===== config.mk =====
export PLATFORM = sky130hd
export DESIGN_NAME = gpio_group0_jtag_port
export DESIGN_NICKNAME = d
export VERILOG_FILES = /design/src/rtl/gpio_group0_pkg.sv /design/src/rtl/pad_ctrl_if.sv /design/src/rtl/gpio_group0_jtag_port.sv /design/src/rtl/sync2.sv /design/src/rtl/pad_mux.sv
export VERILOG_INCLUDE_DIRS = /design/src /design/src/rtl
export SDC_FILE = /design/constraint.sdc
export NUM_CORES = 1
export LEC_CHECK = 0
export CAP_MARGIN = 5
export CORE_ASPECT_RATIO = 1.75
export CORE_UTILIZATION = 50
export DETAILED_ROUTE_END_ITERATION = 8
export DONT_BUFFER_PORTS = 1
export PLACE_DENSITY = 0.71
export SETUP_SLACK_MARGIN = 0.1
export SYNTH_ARGS = -nofsm -noshare
export SYNTH_HDL_FRONTEND = slang
export SYNTH_SLANG_ARGS = --single-unit
export TNS_END_PERCENT = 1

===== constraint.sdc =====
create_clock -name i_mclk -period 1.6 [get_ports i_mclk]
set_clock_uncertainty 0.2 [all_clocks]
set_input_delay 0.08 -clock i_mclk [delete_from_list [all_inputs] [get_ports i_mclk]]
set_output_delay 0.08 -clock i_mclk [all_outputs]
set_load 0.01 [all_outputs]

===== src/rtl/gpio_group0_cfg.svh =====
`ifndef GPIO_GROUP0_CFG_SVH
`define GPIO_GROUP0_CFG_SVH

// register byte addresses
`define ADDR_OUT_ENABLE 16'h28a8
`define ADDR_IN_ENABLE 16'h28a9
`define ADDR_OUT_DATA 16'h28aa
`define ADDR_IN_DATA 16'h28ab
`define ADDR_PORT_POWER_CONTROL 16'h2d00
`define ADDR_IO_WAKE_CONTROL 16'h00c9

// field positions
`define LOW_GROUPS_GATE_BIT 3
`define GROUP9_GATE_BIT 4
`define GROUP10_GATE_BIT 5
`define GROUP0_WAKE_SELECT_BIT 1
`define WAKE_BIT_LO 2
`define WAKE_BIT_HI 3

// bit roles in debug mode
`define JTAG_TDO_BIT 0
`define JTAG_TDI_BIT 1
`define JTAG_TMS_BIT 2
`define JTAG_TCK_BIT 3

// reset values
`define OUT_ENABLE_RST 4'hf
`define IN_ENABLE_RST 4'h0
`define OUT_DATA_RST 4'hf
`define IN_DATA_RST 4'h0
`define POWER_CONTROL_RST 8'h00
`define WAKE_CONTROL_RST 8'h00

// synchroniser depth
`define SYNC_STAGES 2

`endif


===== src/rtl/gpio_group0_pkg.sv =====
package gpio_group0_pkg;

  // what the four pads are doing this cycle
  typedef enum logic [1:0] {
    MODE_JTAG,
    MODE_GPIO,
    MODE_GATED
  } pad_mode_t;

  typedef logic [3:0] nibble_t;

endpackage


===== src/rtl/pad_ctrl_if.sv =====
`timescale 1ns/1ps
interface pad_ctrl_if;
  import gpio_group0_pkg::*;
  pad_mode_t mode;
  nibble_t out_enable_n;
  nibble_t in_enable;
  nibble_t out_data;
  logic tdo;
  nibble_t pad_o;
  nibble_t pad_oe;
  nibble_t pad_ie;

  modport ctrl (output mode, output out_enable_n, output in_enable, output out_data, output tdo,
                input pad_o, input pad_oe, input pad_ie);
  modport mux (input mode, input out_enable_n, input in_enable, input out_data, input tdo,
               output pad_o, output pad_oe, output pad_ie);
endinterface


===== src/rtl/gpio_group0_jtag_port.sv =====
// Decided for this implementation: the address-and-strobe port.
`timescale 1ns/1ps
`include "gpio_group0_cfg.svh"
module gpio_group0_jtag_port
  import gpio_group0_pkg::*;
(
  // clock and reset
  input wire logic i_mclk,
  input wire logic i_rst,
  // further reset sources
  input wire logic i_wdt_overflow,
  input wire logic i_external_reset_pin,
  // power state
  input wire logic i_sleep,
  input wire logic i_deep_sleep,
  // register port
  input wire logic [15:0] i_addr,
  input wire logic [7:0] i_wdata,
  input wire logic i_wr,
  input wire logic i_rd,
  output logic [7:0] o_rdata,
  // pads
  input wire logic i_debug_select_pin,
  input wire logic [3:0] i_pad_i,
  output logic [3:0] o_pad_o,
  output logic [3:0] o_pad_oe,
  output logic [3:0] o_pad_ie,
  // jtag core side
  input wire logic i_jtag_tdo,
  output logic o_jtag_tdi,
  output logic o_jtag_tms,
  output logic o_jtag_tck,
  // power gates and wake
  output logic o_low_groups_gate,
  output logic o_group9_gate,
  output logic o_group10_gate,
  output logic o_wake
);

  ////////////////////////////////////////////////////////////////////////////
  // reset and pin synchronisation

  logic ext_rst_sync;
  logic debug_sel_sync;
  logic debug_sel_n_sync;
  logic [3:0] pad_sync;
  logic rst_all;
  logic asleep;

  sync2 #(.WIDTH(1)) u_sync_rst (
    .i_mclk(i_mclk),
    .i_rst(i_rst),
    .i_async(i_external_reset_pin),
    .o_sync(ext_rst_sync)
  );

  sync2 #(.WIDTH(5)) u_sync_pads (
    .i_mclk(i_mclk),
    .i_rst(i_rst),
    .i_async({~i_debug_select_pin, i_pad_i}),
    .o_sync({debug_sel_n_sync, pad_sync})
  );

  // carried inverted so the cleared synchroniser means gpio, the pin's idle level;
  // otherwise the pads would flash into jtag directions just after reset
  assign debug_sel_sync = ~debug_sel_n_sync;

  // reset pin is active high here once synced; watchdog comes from our own clock
  assign rst_all = i_rst | i_wdt_overflow | ext_rst_sync;
  assign asleep = i_sleep | i_deep_sleep;

  ////////////////////////////////////////////////////////////////////////////
  // register file

  nibble_t out_enable_n_reg;
  nibble_t in_enable_reg;
  nibble_t out_data_reg;
  nibble_t in_data_reg;
  logic [7:0] power_control_reg;
  logic [7:0] wake_control_reg;
  logic [7:0] rdata_next;

  function automatic logic wr_hit(input logic [15:0] addr, input logic [15:0] target);
    wr_hit = (addr == target);
  endfunction

  // writes are dropped while asleep so the pads keep their state
  logic wr_ok;
  assign wr_ok = i_wr & ~asleep;

  always_ff @(posedge i_mclk)
  begin
    if (rst_all)
      out_enable_n_reg <= `OUT_ENABLE_RST;
    else if (wr_ok && wr_hit(i_addr, `ADDR_OUT_ENABLE))
      out_enable_n_reg <= i_wdata[3:0];
  end

  always_ff @(posedge i_mclk)
  begin
    if (rst_all)
      in_enable_reg <= `IN_ENABLE_RST;
    else if (wr_ok && wr_hit(i_addr, `ADDR_IN_ENABLE))
      in_enable_reg <= i_wdata[3:0];
  end

  always_ff @(posedge i_mclk)
  begin
    if (rst_all)
      out_data_reg <= `OUT_DATA_RST;
    else if (wr_ok && wr_hit(i_addr, `ADDR_OUT_DATA))
      out_data_reg <= i_wdata[3:0];
  end

  always_ff @(posedge i_mclk)
  begin
    if (rst_all)
      power_control_reg <= `POWER_CONTROL_RST;
    else if (wr_ok && wr_hit(i_addr, `ADDR_PORT_POWER_CONTROL))
      power_control_reg <= i_wdata;
  end

  always_ff @(posedge i_mclk)
  begin
    if (rst_all)
      wake_control_reg <= `WAKE_CONTROL_RST;
    else if (wr_ok && wr_hit(i_addr, `ADDR_IO_WAKE_CONTROL))
      wake_control_reg <= i_wdata;
  end

  ////////////////////////////////////////////////////////////////////////////
  // pad mode

  pad_mode_t mode;
  logic low_groups_gate;

  assign low_groups_gate = power_control_reg[`LOW_GROUPS_GATE_BIT];

  always_comb
  begin
    // jtag is not affected by the gate, like other special functions
    if (!debug_sel_sync)
      mode = MODE_JTAG;
    else if (low_groups_gate)
      mode = MODE_GATED;
    else
      mode = MODE_GPIO;
  end

  // group gates go out as register levels; this block only owns group zero
  assign o_low_groups_gate = low_groups_gate;
  assign o_group9_gate = power_control_reg[`GROUP9_GATE_BIT];
  assign o_group10_gate = power_control_reg[`GROUP10_GATE_BIT];

  ////////////////////////////////////////////////////////////////////////////
  // pad driver

  pad_ctrl_if pads ();

  assign pads.mode = mode;
  assign pads.out_enable_n = out_enable_n_reg;
  assign pads.in_enable = in_enable_reg;
  assign pads.out_data = out_data_reg;
  assign pads.tdo = i_jtag_tdo;

  pad_mux u_pad_mux (
    .i_mclk(i_mclk),
    .i_rst(rst_all),
    .ctl(pads)
  );

  assign o_pad_o = pads.pad_o;
  assign o_pad_oe = pads.pad_oe;
  assign o_pad_ie = pads.pad_ie;

  ////////////////////////////////////////////////////////////////////////////
  // jtag inputs

  logic tdi_reg;
  logic tms_reg;
  logic tck_reg;

  // outside debug mode the jtag inputs rest low
  always_ff @(posedge i_mclk)
  begin
    if (rst_all)
    begin
      tdi_reg <= 1'b0;
      tms_reg <= 1'b0;
      tck_reg <= 1'b0;
    end
    else if (mode == MODE_JTAG)
    begin
      tdi_reg <= pad_sync[`JTAG_TDI_BIT];
      tms_reg <= pad_sync[`JTAG_TMS_BIT];
      tck_reg <= pad_sync[`JTAG_TCK_BIT];
    end
    else
    begin
      tdi_reg <= 1'b0;
      tms_reg <= 1'b0;
      tck_reg <= 1'b0;
    end
  end

  assign o_jtag_tdi = tdi_reg;
  assign o_jtag_tms = tms_reg;
  assign o_jtag_tck = tck_reg;

  ////////////////////////////////////////////////////////////////////////////
  // input data

  // disabled inputs read zero; the register toggles with the pins, which costs power
  always_ff @(posedge i_mclk)
  begin
    if (rst_all)
      in_data_reg <= `IN_DATA_RST;
    else if (!asleep && mode == MODE_GPIO)
      in_data_reg <= pad_sync & in_enable_reg;
    else if (!asleep)
      in_data_reg <= `IN_DATA_RST;
  end

  ////////////////////////////////////////////////////////////////////////////
  // wake detection

  logic [1:0] wake_prev_reg;
  logic [1:0] wake_pins;
  logic [1:0] wake_armed;
  logic wake_reg;

  assign wake_pins = pad_sync[`WAKE_BIT_HI:`WAKE_BIT_LO];
  assign wake_armed = in_enable_reg[`WAKE_BIT_HI:`WAKE_BIT_LO]
                      & {2{wake_control_reg[`GROUP0_WAKE_SELECT_BIT]}};

  always_ff @(posedge i_mclk)
  begin
    if (rst_all)
      wake_prev_reg <= 2'h0;
    else
      wake_prev_reg <= wake_pins;
  end

  // either edge on an armed pin wakes; only in gpio mode and only while asleep
  always_ff @(posedge i_mclk)
  begin
    if (rst_all)
      wake_reg <= 1'b0;
    else
      wake_reg <= asleep && mode == MODE_GPIO && |((wake_pins ^ wake_prev_reg) & wake_armed);
  end

  assign o_wake = wake_reg;

  ////////////////////////////////////////////////////////////////////////////
  // read back

  always_comb
  begin
    rdata_next = 8'h00;
    if (i_rd)
    begin
      case (i_addr)
        `ADDR_OUT_ENABLE: rdata_next = {4'h0, out_enable_n_reg};
        `ADDR_IN_ENABLE: rdata_next = {4'h0, in_enable_reg};
        `ADDR_OUT_DATA: rdata_next = {4'h0, out_data_reg};
        `ADDR_IN_DATA: rdata_next = {4'h0, in_data_reg};
        `ADDR_PORT_POWER_CONTROL: rdata_next = power_control_reg;
        `ADDR_IO_WAKE_CONTROL: rdata_next = wake_control_reg;
        default: rdata_next = 8'h00;
      endcase
    end
  end

  // data valid only in the cycle after the read strobe
  always_ff @(posedge i_mclk)
  begin
    if (rst_all)
      o_rdata <= 8'h00;
    else
      o_rdata <= rdata_next;
  end

endmodule


===== src/rtl/sync2.sv =====
`timescale 1ns/1ps
`include "gpio_group0_cfg.svh"
module sync2 #(
  parameter int WIDTH = 1
) (
  // clock and reset
  input wire logic i_mclk,
  input wire logic i_rst,
  // async level in, synced level out
  input wire logic [WIDTH-1:0] i_async,
  output logic [WIDTH-1:0] o_sync
);
  logic [WIDTH-1:0] meta_reg;

  // first stage feeds only the second stage
  always_ff @(posedge i_mclk)
  begin
    if (i_rst)
    begin
      meta_reg <= '0;
      o_sync <= '0;
    end
    else
    begin
      meta_reg <= i_async;
      o_sync <= meta_reg;
    end
  end
endmodule


===== src/rtl/pad_mux.sv =====
`timescale 1ns/1ps
`include "gpio_group0_cfg.svh"
module pad_mux
  import gpio_group0_pkg::*;
(
  // clock and reset
  input wire logic i_mclk,
  input wire logic i_rst,
  // control from the register block
  pad_ctrl_if.mux ctl
);
  nibble_t o_next;
  nibble_t oe_next;
  nibble_t ie_next;

  always_comb
  begin
    o_next = ctl.out_data;
    oe_next = ~ctl.out_enable_n;
    ie_next = ctl.in_enable;
    case (ctl.mode)
      MODE_JTAG:
      begin
        // tdo out on bit 0, other three are jtag inputs
        o_next = 4'h0;
        o_next[`JTAG_TDO_BIT] = ctl.tdo;
        oe_next = 4'h0;
        oe_next[`JTAG_TDO_BIT] = 1'b1;
        ie_next = 4'hf;
        ie_next[`JTAG_TDO_BIT] = 1'b0;
      end
      MODE_GPIO:
      begin
        o_next = ctl.out_data;
        oe_next = ~ctl.out_enable_n;
        ie_next = ctl.in_enable;
      end
      MODE_GATED:
      begin
        // gated: driver and input buffer both off to save power
        o_next = 4'h0;
        oe_next = 4'h0;
        ie_next = 4'h0;
      end
      default:
      begin
        o_next = 4'h0;
        oe_next = 4'h0;
        ie_next = 4'h0;
      end
    endcase
  end

  always_ff @(posedge i_mclk)
  begin
    if (i_rst)
    begin
      ctl.pad_o <= 4'h0;
      ctl.pad_oe <= 4'h0;
      ctl.pad_ie <= 4'h0;
    end
    else
    begin
      ctl.pad_o <= o_next;
      ctl.pad_oe <= oe_next;
      ctl.pad_ie <= ie_next;
    end
  end
endmodule


==> results of run 1 <==
-- tightest hold or removal path, cell delays in order --
cell and delay (ns):
or2_4 0.11, o31ai_1 0.07, nand3_1 0.07
-- power groups by stage --
stage	sequential, W	combinational [W]	clock, W
6_report	0.00178	0.000195	0.00141
5_1_grt	0.00178	0.000209	0.00150
4_1_cts	0.00178	0.000186	0.00142
3_5_place_dp	0.00182	0.000122	0
3_3_place_gp	0.00182	0.000120	0
2_1_floorplan	0.00181	0.000102	0
-- placed cells by master, fill, tap and decap left out, drive strengths merged, types with 2 or more instances in the layout --
master       netlist  layout
o31ai              8       8
nor4               2       2
nand2              4       4
dlygate4sd3        0      31
a21oi             27      27
nor4b              4       4
o22a               3       3
and3               4       4
and4               4       4
mux2i              8       8
or2                2       2
nor3b              2       2
clkinv             0       3
nand2b             2       2
clkbuf             9       9
o21ai             20      20
inv                1       2
and4bb             2       2
and2               7       7
a32oi             11      11
nor2              23      23
nor3               5       5
nand4             23      23
dfxtp             70      70
xor2               2       2
buf               12      15
clkinvlp           0       2
or3                3       3
nand3             21      21
nor2b             14      14
-- timing repair --
| action | 4_1_cts | 5_1_grt |
|---|---|---|
| setup buffers | 0 | 1 |
| endpoints found under the hold margin | 66 | 30 |
| resized for setup | 1 | 5 |
| pin swaps | 0 | 4 |
| setup endpoints to repair | 5 | 26 |
-- cell families (layout without fill, tap and decap cells) --
logic type	after synthesis	after routing	share of synthesized area
flip-flops	70	70	0.497
XOR/XNOR	2	2	0.00622
buffers and inverters	22	63	0.0462
other	0	1	0
AO/OA/AOI/OAI	72	72	0.156
AND/OR/NAND/NOR	123	123	0.266
multiplexers	8	8	0.0284
-- metal layers --
layer	vias up	share of wire	wire, um	global-route usage
met3	27	0.047	335	0.0651
met5	-	0	0	0
li1	1176	-	-	-
met4	0	0.041	291	0.170
met2	87	0.54	3870	0.428
met1	1160	0.37	2620	0.255
-- final cells by class --
type,count,area [um^2]
fill,452,1870
sequential,70,1400
tap,74,92.6
timing repair buffer,46,460
antenna,1,2.50
clock inverter,7,72.6
inverter,1,3.75
clock buffer,9,124
multi-input combinational,205,1310
-- stage by stage --
stage	total power, W	utilization	area (um^2)	hold WS [ns]	setup slack (ns)
after floorplan	0.00192	-	2820	-0.0533	0.171
after global placement	0.00194	0.548	2930	-0.0494	0.131
after detailed placement	0.00194	0.548	2930	-0.0464	0.103
after CTS	0.00339	0.644	3440	-0.165	0.0818
after global routing	0.00349	0.650	3470	-0.178	0.0267
final	0.00338	0.650	3470	-0.169	0.0922
-- worst max-delay path by stage --
stage	end
global placement	o_wake$_SDFF_PP0_
global route	o_rdata[2]$_SDFF_PP0_
floorplan	o_wake$_SDFF_PP0_
CTS	o_wake$_SDFF_PP0_
detailed placement	o_wake$_SDFF_PP0_
finish	in_data_reg[3]$_SDFFE_PP0P_
==> impl_metrics.csv, run 1 <==
group,metric,value,unit
worst_hold_path,whs_path_depth,3,
yosys,netlist_top_cells_area,"dfxtp_1, nand4_1, a21oi_1, nand3_1, o21ai_0",
outcome,violations,"negative hold slack",
floorplan,die_height,101,um
grt,grt_use_total,0.248,
route,wirelength,7110,um
power_and_ir_drop,power.internal,0.00259,W
critical_path,cp_max_fo,6,
clock_tree,htreeDepth,3,
yosys,yosysUniqueCellTypes,39,
cells_and_area,fin_cells,413,
outcome,status,"finished, violations left",
place,dp.cells,364,
power_and_ir_drop,power_leakage,1.21,nW
timing,slew_violations,0,
timing,final.min_clock_period,1.51,ns
yosys,synth_common_cells,"dfxtp_1, a21oi_1, nand4_1, nor2_1, nand3_1",
clock_tree,cts_made_buffers,9,
cells_and_area,drive_above_1_share,0.124,
critical_path,cp.arrival,1.59,ns
cells_and_area,area_growth,23.2,%
yosys,netlist_instances,297,
yosys,ys_warn_count,0,
critical_path,cp-startpoint,"i_sleep",
grt,grt_pass1_wl,10900,um
clock_tree,numClockSinks,70,
place,gp_congestion,0.817,
yosys,ys.flop_type,"dfxtp_1",
critical_path,path_depth,5,
timing,worst_pin_slew,0.423,ns
place,place_hpwl,4770,um
clock_tree,max-clock-path-buffers,2,
route,post_drt_wl_per_cell,17.2,um
timing,rsz0062_at_grt,"true",
critical_path,crit_chain,"dlygate4sd3_1, or2_2, nor3_1, a32oi_1, nor2_1",
flow_run,cap_viol_max_count,0,
worst_hold_path,holdCritPathClass,"in -> reg",
worst_hold_path,min_to,"out_enable_n_reg[3]$_SDFFE_PP1P_",
floorplan,pin_count,65,
critical_path,cp-end-kind,"flop",
place,port_buffers,0,
worst_hold_path,worstHoldStart,"i_addr[2]",
clock_tree,clock-root-buffer,"clkbuf_8",
timing,hold_viol,34,
critical_path,crit_type,"in -> reg",
critical_path,critPathTopFamily,"simple AND/OR/NAND/NOR gates",
power_and_ir_drop,combPwrFrac,0.058,
critical_path,critPathLaunchType,"input pin",
clock_tree,cts_tree,"yes",
power_and_ir_drop,p_sw,0.000793,W
grt,grt_pass1_vias,2227,
floorplan,core-area,0.00534,mm^2
route,drc,0,
yosys,synth_fp_nets,335,
critical_path,cp_slowest_cell,"dlygate4sd3_1",
route,via_per_inst,5.93,
clock_tree,clk_pin_slew_worst_paths,0.07,ns
floorplan,std_cell_rows,35,
route,ant_nets,0,
timing,fin_crit_sh,0.942,
route,initialDrtViolationCount,79,
critical_path,required,1.68,ns
yosys,yosysSeqAreaShare,0.497,
yosys,synthArstFlopShare,0,
yosys,synth_top_area_share,0.497,
power_and_ir_drop,power_frac_seq,0.526,
yosys,synth_top_area_cell,"dfxtp_1",
grt,grt_overflow,0,
clock_tree,clkLatencyLatePin,0.35,ns
power_and_ir_drop,p_clk_frac,0.417,
route,dr_total_vias,2450,
yosys,syn_area,0.00282,mm^2
timing,setup_viol,0,
critical_path,r2r_cells,3,
yosys,syn_area_per_cell,9.49,um^2
yosys,synth_edf_count,0,
critical_path,r2r_slack,0.11,ns
power_and_ir_drop,p_sw_frac,0.234,
power_and_ir_drop,powerDensity,974,mW/mm^2
power_and_ir_drop,vdd_drop_max,0.000682,V
critical_path,worst-path-buf-inv,1,
floorplan,die_w,58.7,um
grt,grt_max_degree,25,
timing,max_freq,663,MHz
critical_path,r2r_start,"u_sync_rst.o_sync$_SDFF_PP0_",
timing,whs,-0.169,ns
clock_tree,cts_hold_buffers,31,
critical_path,r2r-end,"o_wake$_SDFF_PP0_",
critical_path,cpPeakStageDelay,0.53,ns
timing,slew_headroom,0.716,
timing,setup_tns,0,ns
route,dr.pass1.iters,4,
cells_and_area,final_nets,371,
yosys,yosysMostFrequentCell,"dfxtp_1",
floorplan,initial_core_util,0.527,
yosys,synth_seq_cells,70,
grt,antenna_found_initial,1,
floorplan,die_area,0.00595,mm^2
Power figures use the tool's default switching activity.
==> inputs of run 2 (changes only) <==
- CTS_BUF_LIST: not set -> sky130_fd_sc_hd__clkbuf_4 sky130_fd_sc_hd__clkbuf_8 sky130_fd_sc_hd__clkbuf_16
- clock period: 1.6 -> 1.65 ns (I/O delays scaled with it)
==> run 2 against run 1 <==
Against the previous run: the run still ends with negative hold slack left; utilization decreased by 0.16 points; first-iteration DRC count grew 51%; combinational power is 2% higher; sequential cell count unchanged; clock-buffer cell count is 1 higher.
==> impl_metrics.csv, run 2 (synthesis gave the netlist of run 1 again) <==
group,metric,value,unit
cells_and_area,drive_above_1_share,0.117,
critical_path,crit_type,"in -> reg",
worst_hold_path,whs_path_depth,4,
clock_tree,cts_tree,"yes",
place,gp_congestion,0.832,
critical_path,r2r_start,"u_sync_rst.o_sync$_SDFF_PP0_",
route,top_layer_used,"met4",
clock_tree,max-clock-path-buffers,2,
route,dr.pass1.iters,4,
critical_path,critPathLaunchType,"input pin",
clock_tree,cts_made_buffers,9,
timing,whs,-0.106,ns
outcome,status,"finished, violations left",
timing,slew_violations,0,
grt,grt_pass1_vias,2270,
timing,rsz0062_at_grt,"true",
route,wirelength,7030,um
timing,setup_tns,0,ns
grt,grt_max_degree,25,
critical_path,cp_max_fo,4,
floorplan,die_area,0.00595,mm^2
route,wl_met2,3890,um
timing,fin_ws,0.0624,ns
timing,worst_pin_slew,0.549,ns
cells_and_area,final_cell_mix,"dfxtp_1, dlygate4sd3_1, a21oi_1, nand4_1, nor2_1",
flow_run,cap_viol_max_count,0,
route,ant_nets,0,
cells_and_area,final_nets,374,
power_and_ir_drop,vdd_drop_max,0.000838,V
timing,setup_viol,0,
route,dr_total_vias,2435,
floorplan,core-area,0.00534,mm^2
clock_tree,clk_pin_slew_worst_paths,0.07,ns
place,place_hpwl,4690,um
cells_and_area,layout_commonest_cell,"dfxtp_1",
cells_and_area,area_growth,22.9,%
timing,final.min_clock_period,1.59,ns
timing,hold_viol,12,
critical_path,cp-end-kind,"flop",
critical_path,cp.arrival,1.64,ns
power_and_ir_drop,p_sw,0.000728,W
floorplan,pin_count,65,
power_and_ir_drop,combPwrFrac,0.061,
worst_hold_path,worstHoldStart,"i_addr[12]",
critical_path,required,1.71,ns
grt,grt_overflow,0,
power_and_ir_drop,power.internal,0.00255,W
floorplan,initial_core_util,0.527,
grt,antenna_found_initial,1,
power_and_ir_drop,powerDensity,947,mW/mm^2
place,pre_cts_slack,0.144,ns
clock_tree,clock-root-buffer,"clkbuf_8",
power_and_ir_drop,p_sw_frac,0.222,
grt,grt_pass1_wl,11000,um
worst_hold_path,holdCritPathClass,"in -> reg",
floorplan,die_height,101,um
route,wl_met3,280,um
outcome,violations,"negative hold slack",
power_and_ir_drop,power_leakage,1.23,nW
power_and_ir_drop,power_frac_seq,0.527,
route,post_drt_wl_per_cell,16.9,um
critical_path,r2r_cells,3,
route,initialDrtViolationCount,119,
floorplan,std_cell_rows,35,
clock_tree,htreeDepth,3,
clock_tree,numClockSinks,70,
worst_hold_path,min_to,"o_rdata[2]$_SDFF_PP0_",
critical_path,r2r_slack,0.12,ns
clock_tree,clkLatencyLatePin,0.34,ns
route,via_per_inst,5.85,
power_and_ir_drop,p_clk_frac,0.413,
route,drc,0,
power_and_ir_drop,power,0.00328,W
place,port_buffers,0,
timing,max_freq,630,MHz
cells_and_area,final_util,0.648,
timing,fin_crit_sh,0.962,
floorplan,die_w,58.7,um
grt,grt_use_total,0.248,
route,met1Wirelength,2650,um
critical_path,r2r-end,"o_wake$_SDFF_PP0_",
timing,slew_headroom,0.633,
[run 2: worst max path at each step]
stage,cells past startpoint,endpoint,slack [ns],from
finish,4,o_wake$_SDFF_PP0_,0.06,i_wdt_overflow
detailed placement,3,o_wake$_SDFF_PP0_,0.14,u_sync_rst.o_sync$_SDFF_PP0_
CTS,4,out_data_reg[0]$_SDFFE_PP1P_,0.11,i_addr[0]
global placement,3,o_wake$_SDFF_PP0_,0.18,u_sync_rst.o_sync$_SDFF_PP0_
floorplan,3,o_wake$_SDFF_PP0_,0.22,u_sync_rst.o_sync$_SDFF_PP0_
global route,4,out_data_reg[0]$_SDFFE_PP1P_,0.03,i_addr[0]
[run 2: repair_timing]
item,4_1_cts,5_1_grt
hold endpoints to repair,66,22
resized for setup,0,5
hold buffers,33,3
endpoints found under the setup margin,0,32
buffers inserted,0,1
[run 2: per-stage QoR]
step / hold slack (ns) / area, um^2 / cells
2_1_floorplan: -0.0508 / 2820 / 297
3_3_place_gp: -0.0455 / 2870 / 362
3_5_place_dp: -0.0461 / 2870 / 362
4_1_cts: -0.147 / 3400 / 411
5_1_grt: -0.0870 / 3460 / 416
6_report: -0.106 / 3460 / 416
[run 2: routing by layer]
layer / up-vias / global-route usage
li1: 1179 / -
met1: 1146 / 0.267
met2: 90 / 0.435
met3: 20 / 0.0575
met4: 0 / 0.137
met5: - / 0
[run 2: power groups by stage]
stage / combinational (W) / clock [W] / sequential [W]
2_1_floorplan: 0.0000991 / 0 / 0.00176
3_3_place_gp: 0.000112 / 0 / 0.00176
3_5_place_dp: 0.000113 / 0 / 0.00176
6_report: 0.000199 / 0.00135 / 0.00173
4_1_cts: 0.000185 / 0.00137 / 0.00172
5_1_grt: 0.000215 / 0.00147 / 0.00173
[run 2: cell type report]
class                           instances  area, um^2
Fill cell                             449        1880
Clock inverter                          6        61.3
Multi-Input combinational cell        205        1300
Clock buffer                           10         138
Tap cell                               74        92.6
Sequential cell                        70        1400
Antenna cell                            1        2.50
Timing Repair Buffer                   49         460
Inverter                                1        3.75
[run 2: worst max-delay path: stages]
cell	delay [ns]
dlygate4sd3_1	0.55
or3_1	0.41
or3_1	0.39
nor3_1	0.21
